## config.mk

```make
export PLATFORM = sky130hd
export DESIGN_NAME = ssom_top
export DESIGN_NICKNAME = d
export VERILOG_FILES = /design/src/rtl/ssom_pkg.sv /design/src/rtl/ssom_cmp_if.sv /design/src/rtl/ssom_compare.sv /design/src/rtl/ssom_top.sv
export SDC_FILE = /design/constraint.sdc
export NUM_CORES = 1
export LEC_CHECK = 0
export ABC_AREA = 1
export BUFFER_PORTS_ARGS = -buffer_cell sky130_fd_sc_hd__buf_4
export CAP_MARGIN = 5
export CORE_MARGIN = 3
export CORE_UTILIZATION = 40
export CTS_CLUSTER_DIAMETER = 120
export CTS_CLUSTER_SIZE = 10
export DETAILED_ROUTE_END_ITERATION = 10
export PLACE_DENSITY = 0.57
export SLEW_MARGIN = 10
export SYNTH_ARGS = -nofsm -noshare
export SYNTH_HDL_FRONTEND = slang
export SYNTH_SLANG_ARGS = --single-unit
export TNS_END_PERCENT = 5
```

## constraint.sdc

```tcl
create_clock -name clk_i -period 6.8 [get_ports clk_i]
set_clock_uncertainty 0.05 [all_clocks]
set_input_delay 0 -clock clk_i [delete_from_list [all_inputs] [get_ports clk_i]]
set_output_delay 0 -clock clk_i [all_outputs]
set_load 0.02 [all_outputs]
```

## src/rtl/ssom_pkg.sv

```systemverilog
package ssom_pkg;
  // ---------------------------------------------------------------
  // widths
  // ---------------------------------------------------------------
  localparam int ADDR_W = 4;
  localparam int DATA_W = 16;
  localparam int ERR_W  = 32;
  localparam int SPD_W  = 16;
  localparam int SEL_W  = 3;
  localparam int N_OUT  = 3;
  localparam int N_FUNC = 5;

  // ---------------------------------------------------------------
  // register offsets
  // ---------------------------------------------------------------
  localparam logic [3:0] OFS_RANGE  = 4'h0;
  localparam logic [3:0] OFS_WIDTH  = 4'h1;
  localparam logic [3:0] OFS_ZERO   = 4'h2;
  localparam logic [3:0] OFS_SEL_A  = 4'h3;
  localparam logic [3:0] OFS_SEL_B  = 4'h4;
  localparam logic [3:0] OFS_SEL_C  = 4'h5;
  localparam logic [3:0] OFS_MODE   = 4'h6;
  localparam logic [3:0] OFS_STATUS = 4'h7;
  localparam logic [3:0] OFS_ERR_LO = 4'h8;
  localparam logic [3:0] OFS_ERR_HI = 4'h9;

  // ---------------------------------------------------------------
  // reset values and setting limits
  // ---------------------------------------------------------------
  localparam logic [15:0] RANGE_RST = 16'h000A;
  localparam logic [15:0] RANGE_MAX = 16'h01F4;
  localparam logic [15:0] WIDTH_RST = 16'h000A;
  localparam logic [15:0] WIDTH_MAX = 16'h0064;
  localparam logic [15:0] ZERO_RST  = 16'h0014;
  localparam logic [15:0] ZERO_MAX  = 16'h09C4;
  localparam logic [2:0]  SEL_A_RST = 3'h0;
  localparam logic [2:0]  SEL_B_RST = 3'h1;
  localparam logic [2:0]  SEL_C_RST = 3'h2;
  localparam logic [2:0]  SEL_MAX   = 3'h4;

  // ---------------------------------------------------------------
  // output function codes
  // ---------------------------------------------------------------
  localparam logic [2:0] FN_DONE    = 3'h0;
  localparam logic [2:0] FN_RUNNING = 3'h1;
  localparam logic [2:0] FN_READY   = 3'h2;
  localparam logic [2:0] FN_TORQUE  = 3'h3;
  localparam logic [2:0] FN_BRAKE   = 3'h4;

  typedef enum logic [1:0] {
    MODE_POS    = 2'b00,
    MODE_SPEED  = 2'b01,
    MODE_TORQUE = 2'b10
  } ssom_mode_t;
endpackage

```

## src/rtl/ssom_cmp_if.sv

```systemverilog
`timescale 1ns/100ps
`default_nettype none
interface ssom_cmp_if;
  logic [ssom_pkg::ERR_W-1:0]  err_count;
  logic [ssom_pkg::SPD_W-1:0]  ref_speed;
  logic [ssom_pkg::SPD_W-1:0]  motor_speed;
  logic [ssom_pkg::DATA_W-1:0] done_range;
  logic [ssom_pkg::DATA_W-1:0] match_width;
  logic [ssom_pkg::DATA_W-1:0] zero_level;
  logic                        err_in_range;
  logic                        speed_match;
  logic                        running;

  modport top (
    output err_count, ref_speed, motor_speed,
    output done_range, match_width, zero_level,
    input  err_in_range, speed_match, running
  );
  modport cmp (
    input  err_count, ref_speed, motor_speed,
    input  done_range, match_width, zero_level,
    output err_in_range, speed_match, running
  );
endinterface
`default_nettype wire

```

## src/rtl/ssom_compare.sv

```systemverilog
`timescale 1ns/100ps
`default_nettype none
module ssom_compare (
  // operands and results
  ssom_cmp_if.cmp c
);
  // ---------------------------------------------------------------
  // magnitudes, widened so the most negative value negates cleanly
  // ---------------------------------------------------------------
  wire logic [32:0] err_ext;
  wire logic [32:0] err_mag;
  wire logic [17:0] diff;
  wire logic [17:0] diff_mag;
  wire logic [16:0] mot_ext;
  wire logic [16:0] mot_mag;

  assign err_ext  = {c.err_count[31], c.err_count};
  assign err_mag  = err_ext[32] ? (~err_ext + 33'h1) : err_ext;
  assign diff     = {{2{c.ref_speed[15]}}, c.ref_speed}
                  - {{2{c.motor_speed[15]}}, c.motor_speed};
  assign diff_mag = diff[17] ? (~diff + 18'h1) : diff;
  assign mot_ext  = {c.motor_speed[15], c.motor_speed};
  assign mot_mag  = mot_ext[16] ? (~mot_ext + 17'h1) : mot_ext;

  // ---------------------------------------------------------------
  // threshold compares
  // ---------------------------------------------------------------
  // strictly below the range counts as done
  assign c.err_in_range = err_mag < {17'h0, c.done_range};
  // equal to the width still counts as a match
  assign c.speed_match  = diff_mag <= {2'h0, c.match_width};
  // equal to the level counts as stopped
  assign c.running      = mot_mag > {1'h0, c.zero_level};
endmodule // ssom_compare
`default_nettype wire

```

## src/rtl/ssom_top.sv

```systemverilog
// The address-and-strobe port and the address map were decided locally.
`timescale 1ns/100ps
`default_nettype none
// How it works
// - in position mode, done is on while error magnitude is below range
// - completion range setting accepts 0 to 500, resets to 10
// - error count is compared in reference units, not encoder counts
// - in position mode, done also needs a reference pulse seen and the pulse train finished
// - torque mode holds done and speed match permanently on
// - code 0 carries done in position mode, speed match in speed mode
// - speed match is on while speed difference magnitude is within width
// - speed match width accepts 0 to 100 rpm, resets to 10
// - running is on while speed magnitude exceeds zero-speed level
// - zero-speed level accepts 0 to 2500 rpm, resets to 20
// - ready is on when main power is up and no alarm is active
// - three selectors accept 0 to 4, reset to 0, 1 and 2
// - codes: done/match, running, ready, torque limit, brake interlock
// - every output line is low when its status is on
// - 32-bit error count is read as a low and a high 16-bit word
module ssom_top (
  // clock and reset
  input  wire logic                        clk_i,
  input  wire logic                        nrst_i,
  // register port
  input  wire logic [ssom_pkg::ADDR_W-1:0] addr_i,
  input  wire logic [ssom_pkg::DATA_W-1:0] wdata_i,
  input  wire logic                        wr_i,
  input  wire logic                        rd_i,
  output logic      [ssom_pkg::DATA_W-1:0] rdata_o,
  // drive measurements
  input  wire logic [ssom_pkg::ERR_W-1:0]  err_count_i,
  input  wire logic [ssom_pkg::SPD_W-1:0]  ref_speed_i,
  input  wire logic [ssom_pkg::SPD_W-1:0]  motor_speed_i,
  input  wire logic                        ref_pulse_i,
  input  wire logic                        ref_busy_i,
  // drive condition
  input  wire logic                        main_power_i,
  input  wire logic                        alarm_i,
  input  wire logic                        torque_limited_i,
  input  wire logic                        brake_interlock_i,
  // status output lines, active low
  output logic      [ssom_pkg::N_OUT-1:0]  out_n_o
);
  // ---------------------------------------------------------------
  // input registers
  // ---------------------------------------------------------------
  logic [ssom_pkg::ERR_W-1:0] err_reg;
  logic [ssom_pkg::SPD_W-1:0] rspd_reg;
  logic [ssom_pkg::SPD_W-1:0] mspd_reg;
  logic                       pulse_reg;
  logic                       busy_reg;
  logic                       pwr_reg;
  logic                       alm_reg;
  logic                       tlim_reg;
  logic                       brk_reg;

  // all compares read these, never the pins
  always_ff @(posedge clk_i)
  begin
    if (!nrst_i)
    begin
      err_reg   <= 32'h0;
      rspd_reg  <= 16'h0;
      mspd_reg  <= 16'h0;
      pulse_reg <= 1'b0;
      busy_reg  <= 1'b0;
      pwr_reg   <= 1'b0;
      alm_reg   <= 1'b0;
      tlim_reg  <= 1'b0;
      brk_reg   <= 1'b0;
    end
    else
    begin
      err_reg   <= err_count_i;
      rspd_reg  <= ref_speed_i;
      mspd_reg  <= motor_speed_i;
      pulse_reg <= ref_pulse_i;
      busy_reg  <= ref_busy_i;
      pwr_reg   <= main_power_i;
      alm_reg   <= alarm_i;
      tlim_reg  <= torque_limited_i;
      brk_reg   <= brake_interlock_i;
    end
  end

  // ---------------------------------------------------------------
  // settings
  // ---------------------------------------------------------------
  logic [15:0]         range_reg;
  logic [15:0]         width_reg;
  logic [15:0]         zero_reg;
  logic [2:0]          sel_reg [ssom_pkg::N_OUT];
  ssom_pkg::ssom_mode_t mode_reg;

  // out-of-range writes saturate rather than wrap
  function automatic logic [15:0] sat16(input logic [15:0] v,
                                        input logic [15:0] mx);
    sat16 = (v > mx) ? mx : v;
  endfunction

  wire logic        wr_range;
  wire logic        wr_width;
  wire logic        wr_zero;
  wire logic        wr_mode;
  wire logic [2:0]  sel_wval;
  wire logic [1:0]  mode_wval;

  assign wr_range  = wr_i && (addr_i == ssom_pkg::OFS_RANGE);
  assign wr_width  = wr_i && (addr_i == ssom_pkg::OFS_WIDTH);
  assign wr_zero   = wr_i && (addr_i == ssom_pkg::OFS_ZERO);
  assign wr_mode   = wr_i && (addr_i == ssom_pkg::OFS_MODE);
  assign sel_wval  = (wdata_i > {13'h0, ssom_pkg::SEL_MAX})
                   ? ssom_pkg::SEL_MAX : wdata_i[2:0];
  // an undefined mode code falls back to torque
  assign mode_wval = (wdata_i > 16'h0002) ? 2'b10 : wdata_i[1:0];

  always_ff @(posedge clk_i)
  begin
    if (!nrst_i)
    begin
      range_reg <= ssom_pkg::RANGE_RST;
      width_reg <= ssom_pkg::WIDTH_RST;
      zero_reg  <= ssom_pkg::ZERO_RST;
      mode_reg  <= ssom_pkg::MODE_POS;
    end
    else
    begin
      if (wr_range)
        range_reg <= sat16(wdata_i, ssom_pkg::RANGE_MAX);
      if (wr_width)
        width_reg <= sat16(wdata_i, ssom_pkg::WIDTH_MAX);
      if (wr_zero)
        zero_reg  <= sat16(wdata_i, ssom_pkg::ZERO_MAX);
      if (wr_mode)
        mode_reg  <= ssom_pkg::ssom_mode_t'(mode_wval);
    end
  end

  // ---------------------------------------------------------------
  // selectors, one per output line
  // ---------------------------------------------------------------
  localparam logic [2:0] SEL_RST [ssom_pkg::N_OUT] =
    '{ssom_pkg::SEL_A_RST, ssom_pkg::SEL_B_RST, ssom_pkg::SEL_C_RST};
  localparam logic [3:0] SEL_OFS [ssom_pkg::N_OUT] =
    '{ssom_pkg::OFS_SEL_A, ssom_pkg::OFS_SEL_B, ssom_pkg::OFS_SEL_C};

  logic [4:0]                func_vec;
  logic [ssom_pkg::N_OUT-1:0] out_n_reg;

  for (genvar g = 0; g < ssom_pkg::N_OUT; g++)
  begin : g_out
    wire logic wr_sel;
    wire logic fn_on;

    assign wr_sel = wr_i && (addr_i == SEL_OFS[g]);
    // saturated writes keep the index inside func_vec
    assign fn_on  = func_vec[sel_reg[g]];

    always_ff @(posedge clk_i)
    begin
      if (!nrst_i)
      begin
        sel_reg[g]   <= SEL_RST[g];
        out_n_reg[g] <= 1'b1;
      end
      else
      begin
        if (wr_sel)
          sel_reg[g] <= sel_wval;
        out_n_reg[g] <= ~fn_on;
      end
    end
  end

  // ---------------------------------------------------------------
  // compares and status functions
  // ---------------------------------------------------------------
  ssom_cmp_if cif ();

  assign cif.err_count   = err_reg;
  assign cif.ref_speed   = rspd_reg;
  assign cif.motor_speed = mspd_reg;
  assign cif.done_range  = range_reg;
  assign cif.match_width = width_reg;
  assign cif.zero_level  = zero_reg;

  ssom_compare u_cmp (
    .c (cif.cmp)
  );

  // a move counts only once a pulse arrived and the train ended
  logic ref_seen_reg;

  always_ff @(posedge clk_i)
  begin
    if (!nrst_i)
      ref_seen_reg <= 1'b0;
    else if (pulse_reg)
      ref_seen_reg <= 1'b1;
    else if (mode_reg != ssom_pkg::MODE_POS)
      ref_seen_reg <= 1'b0;
  end

  wire logic pos_done;
  wire logic done_fn;

  assign pos_done = ref_seen_reg && !busy_reg
                  && cif.err_in_range;
  // done and speed match share code 0
  assign done_fn  = (mode_reg == ssom_pkg::MODE_TORQUE) ? 1'b1
                  : (mode_reg == ssom_pkg::MODE_SPEED)
                  ? cif.speed_match : pos_done;

  assign func_vec[ssom_pkg::FN_DONE]    = done_fn;
  assign func_vec[ssom_pkg::FN_RUNNING] = cif.running;
  assign func_vec[ssom_pkg::FN_READY]   = pwr_reg && !alm_reg;
  assign func_vec[ssom_pkg::FN_TORQUE]  = tlim_reg;
  assign func_vec[ssom_pkg::FN_BRAKE]   = brk_reg;

  logic [4:0] stat_reg;

  always_ff @(posedge clk_i)
  begin
    if (!nrst_i)
      stat_reg <= 5'h0;
    else
      stat_reg <= func_vec;
  end

  // ---------------------------------------------------------------
  // read port
  // ---------------------------------------------------------------
  // reading the low word freezes the high word for a coherent pair
  logic [15:0] err_hi_reg;
  logic [15:0] rdata_reg;
  logic [15:0] rd_mux;

  always_comb
  begin
    unique case (addr_i)
      ssom_pkg::OFS_RANGE:  rd_mux = range_reg;
      ssom_pkg::OFS_WIDTH:  rd_mux = width_reg;
      ssom_pkg::OFS_ZERO:   rd_mux = zero_reg;
      ssom_pkg::OFS_SEL_A:  rd_mux = {13'h0, sel_reg[0]};
      ssom_pkg::OFS_SEL_B:  rd_mux = {13'h0, sel_reg[1]};
      ssom_pkg::OFS_SEL_C:  rd_mux = {13'h0, sel_reg[2]};
      ssom_pkg::OFS_MODE:   rd_mux = {14'h0, mode_reg};
      ssom_pkg::OFS_STATUS: rd_mux = {5'h0, out_n_reg, 2'h0,
                                      ref_seen_reg, stat_reg};
      ssom_pkg::OFS_ERR_LO: rd_mux = err_reg[15:0];
      ssom_pkg::OFS_ERR_HI: rd_mux = err_hi_reg;
      default:              rd_mux = 16'h0;
    endcase
  end

  always_ff @(posedge clk_i)
  begin
    if (!nrst_i)
    begin
      rdata_reg  <= 16'h0;
      err_hi_reg <= 16'h0;
    end
    else
    begin
      rdata_reg <= rd_i ? rd_mux : 16'h0;
      if (rd_i && (addr_i == ssom_pkg::OFS_ERR_LO))
        err_hi_reg <= err_reg[31:16];
    end
  end

  assign rdata_o = rdata_reg;
  assign out_n_o = out_n_reg;

  wire logic is_pos;
  wire logic is_spd;
  wire logic is_trq;

  assign is_pos = mode_reg == ssom_pkg::MODE_POS;
  assign is_spd = mode_reg == ssom_pkg::MODE_SPEED;
  assign is_trq = mode_reg == ssom_pkg::MODE_TORQUE;
endmodule // ssom_top
`default_nettype wire

```

==> flow_summary.toml <==
[critical_path]
crit_path_start_kind = "flop"
critical_path_class = "reg2reg"
cp.arrival_ns = 4.41
worstSetupStartpoint = "cif.motor_speed[15]$_SDFF_PN0_"
r2r_start = "cif.motor_speed[15]$_SDFF_PN0_"
worstSetupEndpointType = "flop"
cp_max_fo = 10
required_ns = 7.09

[yosys]
synth.avg_cell_area_sq_um = 6.80
synth.top_cells.by_area = "dfxtp_1 (32%), nand2_1 (12%), inv_1 (11%)"
syn_nets = 1657
ys.flop_type = "dfxtp_1"
ys_seq_area_share_pct = 34.3
synth_edf_count = 9
synth_cell_type_count = 48
yosys_warnings = 0
synth.cell_area_sq_um = 10200
synth_top_area_share_pct = 31.7
syn_inst = 1496
synth_top_area_cell = "dfxtp_1"
async_flop_share_pct = 0
ys_ff_latch = 170

[timing]
hold_slack_ns = 0.0373
post-route-min-period_ns = 4.13
tightest_slew_ns = 1.05
setup_tns_ns = 0
final-hold-violation-count = 0
slew_headroom_pct = 29.7
post-route-period-util_pct = 60.7
setup_violations = 0
grt_setup_unrepaired = "no"
final_max_slew_viol_count = 0
fmax_ghz = 0.242
fin_ws_ns = 2.67

[cts]
tritoncts = "yes"
ctsHoldBuffers = 110
clk_path_buf_depth = 2
path_clk_slew_ns = 0.08
cts_buffers = 17
clk-insertion-delay-late_ns = 0.44
clockRootBuffer = "clkbuf_16"
post-cts-setup-buffer-count = 0
ctsResizeCount = 0
cts.sinks = 170
htreeDepth = 4

[flow_run]
drv_cap = 0

[routing]
firstDrtPassIters = 5
via_per_inst = 4.92
wire_per_inst_um = 15.2
num_vias = 10068
postRouteWirelength_um = 31100
antenna_left = 0
route.detailed.drc = 0
drt-initial-drc-count = 636

[grt]
grt_overflow_total = 0
grt_pass1_wl_um = 49100
grt_max_degree = 64
grt_pass1_vias = 9418
grtUsageTotal_pct = 23.2
antenna_found_initial = 0

[floorplanning]
die_height_um = 166
fp.dieArea_sq_um = 27400
die_w_um = 166
start_util_pct = 41.2
io_pins = 113
core_area_sq_um = 24700
rows = 57

[pwr]
ir_drop_mv = 0.123
p_leak_nw = 6.46
powerDensity_nw_per_um2 = 213

[placement]
gp_congestion = 0.910
dpl.cell_count = 1903
io_buffers = 112
dp_hpwl_um = 23300
pre_cts_ws_ns = 2.83
placed_area_sq_um = 11300

[worst_hold_path]
min_from = "rd_i"
hold_path.class = "in2reg"

[status]
status = "complete, no violations"

[final_layout]
layout-drive-gt1-share_pct = 11.4
syn2layout_area_growth_pct = 28.3
nNetsFinal = 1869
stdcell_area_sq_um = 13100
largest_reg_flops = 32
n_antenna_cell = 0
finalNonFillerCells = 2045
## area by class of cell
class	instances	area (sq um)
clock buffers	17	425
fillers	2528	11600
inverters	316	1190
flip-flops and latches	170	3490
well taps	324	405
multi-input cells	976	5370
clock inverters	15	205
repair buffers	227	1980
## cells in the mapped netlist (2+ instances only)
| library cell | instances |
|---|---|
| nand2_1 | 324 |
| inv_1 | 308 |
| dfxtp_1 | 161 |
| nor2_1 | 134 |
| a21oi_1 | 76 |
| o21ai_0 | 72 |
| ha_1 | 66 |
| nand3_1 | 61 |
| xor2_1 | 38 |
| clkbuf_1 | 30 |
| nor3_1 | 30 |
| o22ai_1 | 23 |
| nand2_2 | 20 |
| a211oi_1 | 19 |
| nand4_1 | 18 |
| a31oi_1 | 14 |
| o31ai_1 | 13 |
| edfxtp_1 | 9 |
| nand3b_1 | 7 |
| nor2_2 | 7 |
| a221oi_1 | 6 |
| inv_2 | 5 |
| nor4_1 | 5 |
| xnor2_1 | 5 |
| nand3_2 | 4 |
| nor2_4 | 4 |
| o211ai_1 | 4 |
| and2_1 | 3 |
| buf_2 | 3 |
| clkinv_1 | 3 |
| o221ai_1 | 3 |
| a2111oi_0 | 2 |
| a21oi_2 | 2 |
| nand2_4 | 2 |
| o21a_1 | 2 |
## metal layers
metal	wire length (um)	track usage (%)
met2	13800	36.7
met3	1470	3.77
met5	0	0
met4	601	5.90
met1	15200	32.9
## cell families (layout without fill, tap and decap cells)
| group | after synthesis | after routing | share of synthesized area (%) |
|---|---|---|---|
| AO/OA/AOI/OAI | 242 | 242 | 14.0 |
| AND/OR/NAND/NOR | 623 | 623 | 26.6 |
| flip-flops | 170 | 170 | 34.3 |
| buffers and inverters | 350 | 575 | 12.9 |
| adder cells (fa/ha/maj) | 67 | 67 | 8.31 |
| XOR/XNOR | 44 | 44 | 3.86 |
## cells in the final DEF (no fill, tap or decap), drive strengths merged, types with 17 or more instances in the layout
cell type | Yosys | layout
nand2 | 346 | 346
inv | 313 | 318
dfxtp | 161 | 161
nor2 | 145 | 145
buf | 4 | 117
dlygate4sd3 | 0 | 110
a21oi | 78 | 78
o21ai | 73 | 73
ha | 66 | 66
nand3 | 66 | 66
xor2 | 38 | 38
nor3 | 30 | 30
o22ai | 23 | 23
a211oi | 19 | 19
nand4 | 18 | 18
clkbuf | 30 | 17
## final timing paths
path	slack [ns]	to	cells after the start
worst max-delay path	2.67	out_n_o[2]$_SDFF_PN1_	27
worst min-delay path	0.04	err_hi_reg[4]$_SDFFE_PN0P_	3
worst max register to register	2.67	out_n_o[2]$_SDFF_PN1_	27
worst min register to register	0.41	cif.zero_level[15]$_SDFFE_PN0P_	2
## critical path, cell delays in order, from the launching register on
cell and delay [ns]:
dfxtp_1 0.50, clkinv_1 0.36, ha_1 0.45, a21oi_1 0.16, o21ai_0 0.09, a21oi_1 0.17, nand2_1 0.07, nand2_1 0.09
nand2_4 0.10, inv_2 0.14, o21a_1 0.15, xor2_1 0.14, inv_1 0.06, ha_1 0.28, nand2_1 0.09, nor2_1 0.05
a211oi_1 0.26, nand2_1 0.10, nand2_1 0.06, nand2_1 0.04, nand2_1 0.07, nand2_2 0.08, nand2_2 0.11, nand3_1 0.09
nand2_1 0.06, nand2_1 0.05, nand2_1 0.06, nand2_1 0.05
## through the flow
stage / utilization, % / total power [mW]
6_report: 52.9 / 2.78
5_1_grt: 52.9 / 2.93
4_1_cts: 52.9 / 2.79
3_5_place_dp: 45.9 / 1.69
3_3_place_gp: 45.9 / 1.68
2_1_floorplan: - / 1.51
## power by group
part           switching, mW  leakage [nW]  internal, mW
clock                  0.490         0.304         0.564
combinational          0.380          4.74         0.274
sequential            0.0292          1.41          1.04
(Power assumes the default switching activity.)
